==> src/rtl/fspc_pkg.sv <==
// constants, types and register map of the flash sector program control
package fspc_pkg;

    // ----------------------------------------------------------------
    // register byte offsets
    // ----------------------------------------------------------------
    localparam logic [5:0] OFS_CTRL_STATUS = 6'h00;
    localparam logic [5:0] OFS_GUARD       = 6'h04;
    localparam logic [5:0] OFS_OPTION      = 6'h08;
    localparam logic [5:0] OFS_MODE        = 6'h0c;
    localparam logic [5:0] OFS_ADDR        = 6'h10;
    localparam logic [5:0] OFS_WDATA       = 6'h14;
    localparam logic [5:0] OFS_LINK_RX     = 6'h18;
    localparam logic [5:0] OFS_LINK_TX     = 6'h1c;

    // ----------------------------------------------------------------
    // fields and reset values
    // ----------------------------------------------------------------
    localparam int         CS_PROG       = 0;
    localparam int         CS_SERASE     = 1;
    localparam int         CS_MERASE     = 2;
    localparam int         CS_SEC_LO     = 3;
    localparam int         CS_REFUSED    = 6;
    localparam int         CS_BUSY       = 7;
    localparam logic [7:0] CTRL_RESET    = 8'h00;
    localparam logic [7:0] GUARD_KEY1    = 8'h56;
    localparam logic [7:0] GUARD_KEY2    = 8'hae;
    localparam int         LINK_BITS     = 8;

    // ----------------------------------------------------------------
    // array layout
    // ----------------------------------------------------------------
    localparam int         FLASH_KBYTES  = 16;
    localparam logic [1:0] NUM_SECTORS   = (FLASH_KBYTES <= 4) ? 2'h1 :
                                           (FLASH_KBYTES <= 8) ? 2'h2 : 2'h3;
    localparam logic [3:0] SEC0_TOP_NIB  = 4'hf;
    localparam logic [3:0] SEC1_TOP_NIB  = 4'he;

    // ----------------------------------------------------------------
    // enumerations
    // ----------------------------------------------------------------
    typedef enum logic [2:0] {
        MODE_USER = 3'b000,
        MODE_TOOL = 3'b001,
        MODE_ICP  = 3'b010,
        MODE_IAP  = 3'b011,
        MODE_ICT  = 3'b100
    } fspc_mode_e;

    typedef enum logic [1:0] {
        SEQ_IDLE  = 2'b00,
        SEQ_ISSUE = 2'b01,
        SEQ_WAIT  = 2'b10
    } fspc_seq_e;

    typedef struct packed {
        logic        prog;
        logic        serase;
        logic        merase;
        logic [1:0]  sector;
    } fspc_op_s;

    typedef struct packed {
        logic        clk;
        logic        data;
        logic        sel;
        logic        tool;
    } fspc_pins_s;

endpackage

==> src/rtl/fspc_top.sv <==
// flash sector program/erase sequencer with guard, protection and link port
`timescale 1ns/1ps
`default_nettype none
// Behaviour
// - erase whole array or one sector; program one byte per operation
// - erasing one sector never touches any other sector
// - tool and in-circuit modes may program or erase all sectors and options
// - in-application mode may not program or erase the boot sector
// - sector count follows array size: 4K one, 8K two, larger three
// - first two sectors 4 Kbytes at top; boot sector is F000h-FFFFh
// - read-out protection blocks flash writes, and blocks external extraction only while the link owns the pins
// - removing protection first erases the whole array automatically
// - protection is held in a dedicated option bit
// - a key sequence guards program and erase controls
// - control/status register resets to 00h and is read/write
// - one serial clock and one two-way serial data line
// - link pins belong to the link whenever the program select voltage is applied
// - RAM code chooses byte count, targets and download interface
// - in-application mode runs under software, entered by software
// - in-circuit test mode runs downloaded patterns from RAM
module fspc_top
    import fspc_pkg::*;
(
    input  wire logic        ref_clk,
    input  wire logic        reset_n,
    input  wire logic [5:0]  avm_address,
    input  wire logic        avm_read,
    input  wire logic        avm_write,
    input  wire logic [3:0]  avm_byteenable,
    input  wire logic [31:0] avm_writedata,
    output logic [31:0]      avm_readdata,
    output logic             avm_waitrequest,
    input  wire logic        link_serial_clock,
    input  wire logic        link_serial_data_in,
    output logic             link_serial_data_out,
    output logic             link_serial_data_oe,
    input  wire logic        prog_select_voltage,
    input  wire logic        tool_socket_strap,
    input  wire logic        flash_done,
    output logic [15:0]      flash_addr,
    output logic [7:0]       flash_wdata,
    output logic             flash_prog,
    output logic             flash_sector_erase,
    output logic             flash_mass_erase,
    output logic [1:0]       flash_sector,
    output logic             link_pins_owned,
    output logic             ext_read_block,
    output logic             ram_exec_mode
);

    typedef struct packed {
        logic        waitreq;
        logic [31:0] rdata;
        logic [7:0]  ctrl;
        logic        key1_seen;
        logic        unlocked;
        logic        protect;
        logic        unprot_pend;
        fspc_mode_e  swmode;
        fspc_mode_e  mode;
        logic [15:0] addr;
        logic [7:0]  wdata;
        fspc_seq_e   seq;
        fspc_op_s    op;
        fspc_op_s    pulse;
        logic [7:0]  rx_sh;
        logic [2:0]  rx_cnt;
        logic [7:0]  rx_byte;
        logic        rx_full;
        logic [7:0]  tx_sh;
        logic [3:0]  tx_cnt;
        logic        tx_oe;
        logic        owned;
        logic        ext_block;
        logic        ram_exec;
    } fspc_state_s;

    fspc_state_s st_reg;
    fspc_state_s st_next;
    fspc_pins_s  pins_raw;
    fspc_pins_s  pins_s;
    logic        lk_rise;
    logic        lk_fall;
    logic        wr_acc;
    logic        rd_acc;
    logic [7:0]  wd;

    assign pins_raw = '{clk: link_serial_clock, data: link_serial_data_in,
                        sel: prog_select_voltage, tool: tool_socket_strap};

    fspc_link_sampler u_sampler (
        .ref_clk   (ref_clk),
        .reset_n   (reset_n),
        .pins_raw  (pins_raw),
        .pins_sync (pins_s),
        .clk_rise  (lk_rise),
        .clk_fall  (lk_fall)
    );

    assign wr_acc = avm_write & ~st_reg.waitreq & avm_byteenable[0];
    assign rd_acc = avm_read & ~st_reg.waitreq;
    assign wd     = avm_writedata[7:0];

    // boot sector at the top nibble, next 4K below it, the rest beyond
    function automatic logic [1:0] sector_of(input logic [15:0] a);
        if (a[15:12] == SEC0_TOP_NIB) begin
            sector_of = 2'h0;
        end else if (a[15:12] == SEC1_TOP_NIB) begin
            sector_of = 2'h1;
        end else begin
            sector_of = 2'h2;
        end
    endfunction

    // ----------------------------------------------------------------
    // next state
    // ----------------------------------------------------------------
    always_comb begin
        fspc_op_s   req;
        logic       legal;
        req   = '0;
        legal = 1'b0;
        st_next       = st_reg;
        st_next.pulse = '0;
        // one-cycle wait state: the answer always comes at the second edge
        st_next.waitreq = ~((avm_read | avm_write) & st_reg.waitreq);
        // the sampled pin decides ownership; software cannot override it
        st_next.owned = pins_s.sel;
        if (pins_s.sel) begin
            st_next.mode = MODE_ICP;
        end else if (pins_s.tool) begin
            st_next.mode = MODE_TOOL;
        end else begin
            st_next.mode = st_reg.swmode;
        end
        st_next.ext_block = st_reg.protect & st_reg.owned;
        st_next.ram_exec  = (st_reg.mode == MODE_ICT) | (st_reg.mode == MODE_ICP);

        if ((avm_read | avm_write) & st_reg.waitreq) begin
            case (avm_address)
                OFS_CTRL_STATUS: st_next.rdata = {24'h000000, st_reg.ctrl};
                OFS_GUARD:       st_next.rdata = {31'h00000000, st_reg.unlocked};
                OFS_OPTION:      st_next.rdata = {31'h00000000, st_reg.protect};
                OFS_MODE:        st_next.rdata = {29'h00000000, st_reg.mode};
                OFS_ADDR:        st_next.rdata = {16'h0000, st_reg.addr};
                OFS_WDATA:       st_next.rdata = {24'h000000, st_reg.wdata};
                OFS_LINK_RX:     st_next.rdata = {23'h000000, st_reg.rx_full, st_reg.rx_byte};
                OFS_LINK_TX:     st_next.rdata = {31'h00000000, st_reg.tx_oe};
                default:         st_next.rdata = 32'h00000000;
            endcase
        end

        if (rd_acc && avm_address == OFS_LINK_RX) begin
            st_next.rx_full = 1'b0;
        end

        if (wr_acc) begin
            case (avm_address)
                OFS_CTRL_STATUS: begin
                    if (st_reg.seq == SEQ_IDLE) begin
                        st_next.ctrl = {2'b00, wd[5:0]};
                        if (|wd[2:0]) begin
                            req.prog   = wd[CS_PROG];
                            req.serase = wd[CS_SERASE] & ~wd[CS_PROG];
                            req.merase = wd[CS_MERASE] & ~wd[CS_SERASE] & ~wd[CS_PROG];
                            req.sector = req.prog ? sector_of(st_reg.addr)
                                                  : wd[CS_SEC_LO +: 2];
                            legal = st_reg.unlocked;
                            if (req.prog | req.serase) begin
                                if (req.sector >= NUM_SECTORS) begin
                                    legal = 1'b0;
                                end
                                if (st_reg.protect) begin
                                    legal = 1'b0;
                                end
                                if (st_reg.mode == MODE_IAP && req.sector == 2'h0) begin
                                    legal = 1'b0;
                                end
                            end
                            if (req.merase && st_reg.mode == MODE_IAP) begin
                                legal = 1'b0;
                            end
                            st_next.unlocked = 1'b0;
                            if (legal) begin
                                st_next.op  = req;
                                st_next.seq = SEQ_ISSUE;
                                st_next.ctrl[CS_BUSY] = 1'b1;
                            end else begin
                                st_next.ctrl[CS_REFUSED] = 1'b1;
                                st_next.ctrl[2:0] = 3'b000;
                            end
                        end
                    end
                end
                OFS_GUARD: begin
                    // any stray value relocks, so a runaway write cannot open the gate
                    st_next.key1_seen = (wd == GUARD_KEY1);
                    st_next.unlocked  = st_reg.key1_seen & (wd == GUARD_KEY2);
                end
                OFS_OPTION: begin
                    if (st_reg.unlocked && st_reg.seq == SEQ_IDLE &&
                        st_reg.mode != MODE_IAP) begin
                        st_next.unlocked = 1'b0;
                        if (wd[0]) begin
                            st_next.protect = 1'b1;
                        end else if (st_reg.protect) begin
                            st_next.unprot_pend = 1'b1;
                            st_next.op  = '{prog: 1'b0, serase: 1'b0, merase: 1'b1,
                                            sector: 2'h0};
                            st_next.seq = SEQ_ISSUE;
                            st_next.ctrl[CS_BUSY] = 1'b1;
                        end
                    end
                end
                OFS_MODE: begin
                    if (wd[2:0] == MODE_USER || wd[2:0] == MODE_IAP ||
                        wd[2:0] == MODE_ICT) begin
                        st_next.swmode = fspc_mode_e'(wd[2:0]);
                    end
                end
                OFS_ADDR: begin
                    if (st_reg.seq == SEQ_IDLE) begin
                        st_next.addr[7:0] = wd;
                        if (avm_byteenable[1]) begin
                            st_next.addr[15:8] = avm_writedata[15:8];
                        end
                    end
                end
                OFS_WDATA: begin
                    if (st_reg.seq == SEQ_IDLE) begin
                        st_next.wdata = wd;
                    end
                end
                OFS_LINK_TX: begin
                    if (st_reg.owned && !st_reg.tx_oe) begin
                        st_next.tx_sh  = wd;
                        st_next.tx_cnt = 4'(LINK_BITS);
                        st_next.tx_oe  = 1'b1;
                    end
                end
                default: begin
                end
            endcase
        end

        // ------------------------------------------------------------
        // program/erase sequencer
        // ------------------------------------------------------------
        case (st_reg.seq)
            SEQ_IDLE: begin
            end
            SEQ_ISSUE: begin
                st_next.pulse = st_reg.op;
                st_next.seq   = SEQ_WAIT;
            end
            SEQ_WAIT: begin
                if (flash_done) begin
                    st_next.seq = SEQ_IDLE;
                    st_next.ctrl[CS_BUSY] = 1'b0;
                    st_next.ctrl[2:0] = 3'b000;
                    if (st_reg.unprot_pend) begin
                        st_next.protect     = 1'b0;
                        st_next.unprot_pend = 1'b0;
                    end
                end
            end
            default: begin
                st_next.seq = SEQ_IDLE;
            end
        endcase

        // ------------------------------------------------------------
        // serial link: tool samples on rising edge, device drives on falling
        // ------------------------------------------------------------
        if (!pins_s.sel) begin
            st_next.tx_oe  = 1'b0;
            st_next.rx_cnt = 3'h0;
        end else if (st_reg.tx_oe) begin
            if (lk_fall && st_reg.tx_cnt != 4'(LINK_BITS)) begin
                st_next.tx_sh = {st_reg.tx_sh[6:0], 1'b0};
            end
            if (lk_rise) begin
                st_next.tx_cnt = st_reg.tx_cnt - 4'h1;
                if (st_reg.tx_cnt == 4'h1) begin
                    st_next.tx_oe = 1'b0;
                end
            end
        end else if (lk_rise) begin
            st_next.rx_sh  = {st_reg.rx_sh[6:0], pins_s.data};
            st_next.rx_cnt = st_reg.rx_cnt + 3'h1;
            if (st_reg.rx_cnt == 3'h7) begin
                st_next.rx_byte = {st_reg.rx_sh[6:0], pins_s.data};
                st_next.rx_full = 1'b1; // set wins over a clearing read
            end
        end
    end

    always_ff @(posedge ref_clk or negedge reset_n) begin
        if (!reset_n) begin
            st_reg         <= '0;
            st_reg.waitreq <= 1'b1;
            st_reg.ctrl    <= CTRL_RESET;
        end else begin
            st_reg <= st_next;
        end
    end

    // ----------------------------------------------------------------
    // outputs
    // ----------------------------------------------------------------
    assign avm_readdata         = st_reg.rdata;
    assign avm_waitrequest      = st_reg.waitreq;
    assign link_serial_data_out = st_reg.tx_sh[7];
    assign link_serial_data_oe  = st_reg.tx_oe;
    assign flash_addr           = st_reg.addr;
    assign flash_wdata          = st_reg.wdata;
    assign flash_prog           = st_reg.pulse.prog;
    assign flash_sector_erase   = st_reg.pulse.serase;
    assign flash_mass_erase     = st_reg.pulse.merase;
    assign flash_sector         = st_reg.op.sector;
    assign link_pins_owned      = st_reg.owned;
    assign ext_read_block       = st_reg.ext_block;
    assign ram_exec_mode        = st_reg.ram_exec;
endmodule
`default_nettype wire

==> src/rtl/fspc_link_sampler.sv <==
// two-stage synchroniser and edge finder for the link and strap pins
`timescale 1ns/1ps
`default_nettype none
module fspc_link_sampler
    import fspc_pkg::*;
(
    input  wire logic       ref_clk,
    input  wire logic       reset_n,
    input  wire fspc_pins_s pins_raw,
    output fspc_pins_s      pins_sync,
    output logic            clk_rise,
    output logic            clk_fall
);

    typedef struct packed {
        logic [3:0] meta;
        logic [3:0] sync;
        logic       clk_prev;
    } fspc_smp_s;

    fspc_smp_s st_reg;
    fspc_smp_s st_next;
    logic [3:0] raw_bits;

    assign raw_bits = pins_raw;

    // ----------------------------------------------------------------
    // per-pin two flip-flops; only the second stage is read
    // ----------------------------------------------------------------
    always_comb begin
        st_next          = st_reg;
        st_next.meta     = raw_bits;
        st_next.sync     = st_reg.meta;
        st_next.clk_prev = st_reg.sync[3];
    end

    always_ff @(posedge ref_clk or negedge reset_n) begin
        if (!reset_n) begin
            st_reg <= '0;
        end else begin
            st_reg <= st_next;
        end
    end

    assign pins_sync = st_reg.sync;
    assign clk_rise  = st_reg.sync[3] & ~st_reg.clk_prev;
    assign clk_fall  = ~st_reg.sync[3] & st_reg.clk_prev;

endmodule
`default_nettype wire

==> config.mk <==
export PLATFORM = sky130hd
export DESIGN_NAME = fspc_top
export DESIGN_NICKNAME = d
export VERILOG_FILES = /design/src/rtl/fspc_pkg.sv /design/src/rtl/fspc_top.sv /design/src/rtl/fspc_link_sampler.sv
export SDC_FILE = /design/constraint.sdc
export NUM_CORES = 1
export LEC_CHECK = 0
export BUFFER_PORTS_ARGS = -buffer_cell sky130_fd_sc_hd__clkbuf_2
export CORE_MARGIN = 1.5
export CORE_UTILIZATION = 55
export CTS_CLUSTER_SIZE = 25
export DETAILED_ROUTE_END_ITERATION = 12
export PLACE_DENSITY = 0.88
export SLEW_MARGIN = 20
export SYNTH_ARGS = -nofsm -noshare
export SYNTH_HDL_FRONTEND = slang
export SYNTH_HIERARCHICAL = 1
export SYNTH_SLANG_ARGS = --single-unit
==> constraint.sdc <==
create_clock -name ref_clk -period 2.8 [get_ports ref_clk]
set_clock_uncertainty 0.2 [all_clocks]
set_input_delay 0 -clock ref_clk [delete_from_list [all_inputs] [get_ports ref_clk]]
set_output_delay 0 -clock ref_clk [all_outputs]
set_load 0.005 [all_outputs]
==> metrics.log <==
INFO  metric status = complete, no violations
INFO  metric groute.usage.overall = 0.264
INFO  metric vdd_drop_max = roughly 0.6 mV
INFO  metric insertion_delay = 0.52 ns
INFO  metric worstPathMaxFanout = 9
INFO  metric buffers_on_ports = 83
INFO  metric setup_repair_after_global_routing_missed_its_margin = no
INFO  metric first_iter_violations = 246
INFO  metric layout.cells.most_common = dfrtp_1
INFO  metric clkSlewWorstSetupHoldPaths = 0.06 ns
INFO  metric avgViaCountPerCell = 5.62
INFO  metric static-leakage-power = 3.35 nW
INFO  metric critPathArrivalTime = 2.77 ns
INFO  metric final_cell_mix = dfrtp_1, clkbuf_2, nand2_1
INFO  metric finalHoldViolCount = 0
INFO  metric number_of_antenna_violations_at_the_first_check_in_global_routing = 0
INFO  metric setup_viol = 0
INFO  metric final_net_count = 644
INFO  metric route.vias.total = between 4000 and 5000
INFO  metric path_common_cell = dlygate4sd3_1
INFO  metric clock_tree.buffer_depth = 2
INFO  metric grt_start_max_net_pins = 65
INFO  metric dieWidth = ~100 µm
INFO  metric setup_tns = 0 ns
INFO  metric clock_buffer_count_from_cts = 17
INFO  metric post_synthesis_to_final_layout_area_growth = 25.2%
INFO  metric timing.max_slew.rel_slack = 0.511
INFO  metric totalWireLength = 13.2 mm
INFO  metric synth_area_per_cell = about 11 µm²
INFO  metric cts_num_sinks = between 100 and 150
INFO  metric number_of_flip_flops_in_the_largest_register = 53
INFO  metric die_h = 102 µm
INFO  metric ctsHtreeMaxLevel = 4
INFO  metric clock.fmax = 387 MHz
INFO  metric floorplan.die_area = roughly 10000 µm²
INFO  metric cpMaxStageDelayCell = dlygate4sd3_1
INFO  metric p_per_area = 665 nW/µm²
INFO  metric grt_pass1_vias = 4146
INFO  metric worst_pin_slew = 0.727 ns
INFO  metric root_buffer = clkbuf_8
INFO  metric required = between 2 and 3 ns
INFO  metric layout_worst_path_cycle_share = 0.922
INFO  metric globalRoute.totalOverflow = 0
INFO  metric synth_cells = 490
INFO  metric total_count_of_max_transition_violations_in_the_final_report = 0
INFO  metric layout-drive-gt1-share = 0.267
INFO  metric route.detailed.wl_per_inst = 17.9 µm
INFO  metric totalPowerFinal = 4.52 mW
INFO  metric boundaryPins = 118
INFO  metric yosysWarningCount = 6
INFO  metric detail-route-antenna-nets = 0
INFO  metric drt_first_pass_iters = 5
INFO  metric cts_tree = built
INFO  metric timing.critical_path.slowest_cell_delay = 0.57 ns
INFO  metric worstPathCellList = dlygate4sd3_1 -> clkbuf_2 -> nor3_2 -> nand2_2 -> nor3_4 -> nand3_2 -> mux2_1 -> dlygate4sd3_1
INFO  metric remaining_drc_errors = 0
INFO  metric grt_first_pass_wirelength = just over 20 mm
INFO  metric antenna_cells = 0
INFO  metric worstSetupEndpointType = flip-flop
INFO  metric holdCritPathClass = in2reg
INFO  metric gpl.final_weighted_congestion = approximately 0.9
INFO  metric critPathKind = in2reg
INFO  metric final.min_clock_period = 2.58 ns
INFO  metric maxCapViolations = 0
INFO  metric place_hpwl = 8.36 mm
INFO  metric post_synth_instance_area = 5420 µm²
INFO  metric rows = 36
INFO  metric placeableCoreArea = 9680 µm²
INFO  metric kind_of_start_point_of_the_critical_path = input pin
INFO  metric initial_core_utilization = 0.560
## layer usage
metal	up-vias	wire length, µm	global-route usage	part of all wire
met5	-	0	0	0
met4	0	274	0.116	0.021
met3	30	905	0.0711	0.069
met2	210	6940	0.466	0.53
met1	2056	5060	0.299	0.38
li1	1832	-	-	-
## report_power, final
| part | switching (mW) | leakage [nW] | internal (mW) | total [mW] |
|---|---|---|---|---|
| Sequential | 0.0686 | 1.45 | 1.72 | 1.79 |
| Combinational | 0.176 | 1.58 | 0.159 | 0.335 |
| Clock | 0.724 | 0.322 | 1.66 | 2.39 |
## area by class of cell
class	count	area, µm²
fill	645	2900
sequential	113	2830
multi-input combinational	299	2060
timing repair buffer	142	1010
clock buffer	21	449
clock inverter	11	208
tap	133	166
inverter	16	60.1
## stage by stage
step | setup WS [ns] | area (µm²) | cells | util | hold slack [ns]
floorplan | 0.918 | 5480 | 505 | - | -0.496
CTS | 0.0244 | 6770 | 733 | 0.699 | 0.0354
global route | 0.0985 | 6790 | 735 | 0.701 | 0.0693
detailed placement | 0.577 | 5600 | 652 | 0.579 | -0.138
global placement | 0.627 | 5600 | 652 | 0.579 | -0.153
finish | 0.219 | 6790 | 735 | 0.701 | 0.0600
## worst max-delay path: cells and delay by family
kind / cells / cell delay, ns
muxes: 1 / 0.40
buffers and inverters: 3 / 1.26
and+or+nand+nor: 4 / 1.10
## final timing paths
kind / from / endpoint / slack (ns) / cells past startpoint
setup reg to reg: avm_waitrequest / flash_addr[13] / 0.25 / 5
hold reg to reg: u_sampler/st_next[3] / u_sampler/pins_sync[2] / 0.15 / 0
min in group asynchronous: reset_n / avm_waitrequest / 0.38 / 3
max in group asynchronous: reset_n / flash_wdata[7] / 1.67 / 4
hold / removal: avm_writedata[11] / flash_addr[11] / 0.06 / 3
setup / recovery: avm_address[5] / flash_addr[13] / 0.22 / 8
## timing repair
item / CTS / global route
resized for setup: 0 / 1
buffers inserted: 0 / 2
hold endpoints to repair: 188 / 0
endpoints found under the setup margin: 0 / 6
hold buffers: 49 / 0
Note: power is estimated with default switching activity, not from simulation.
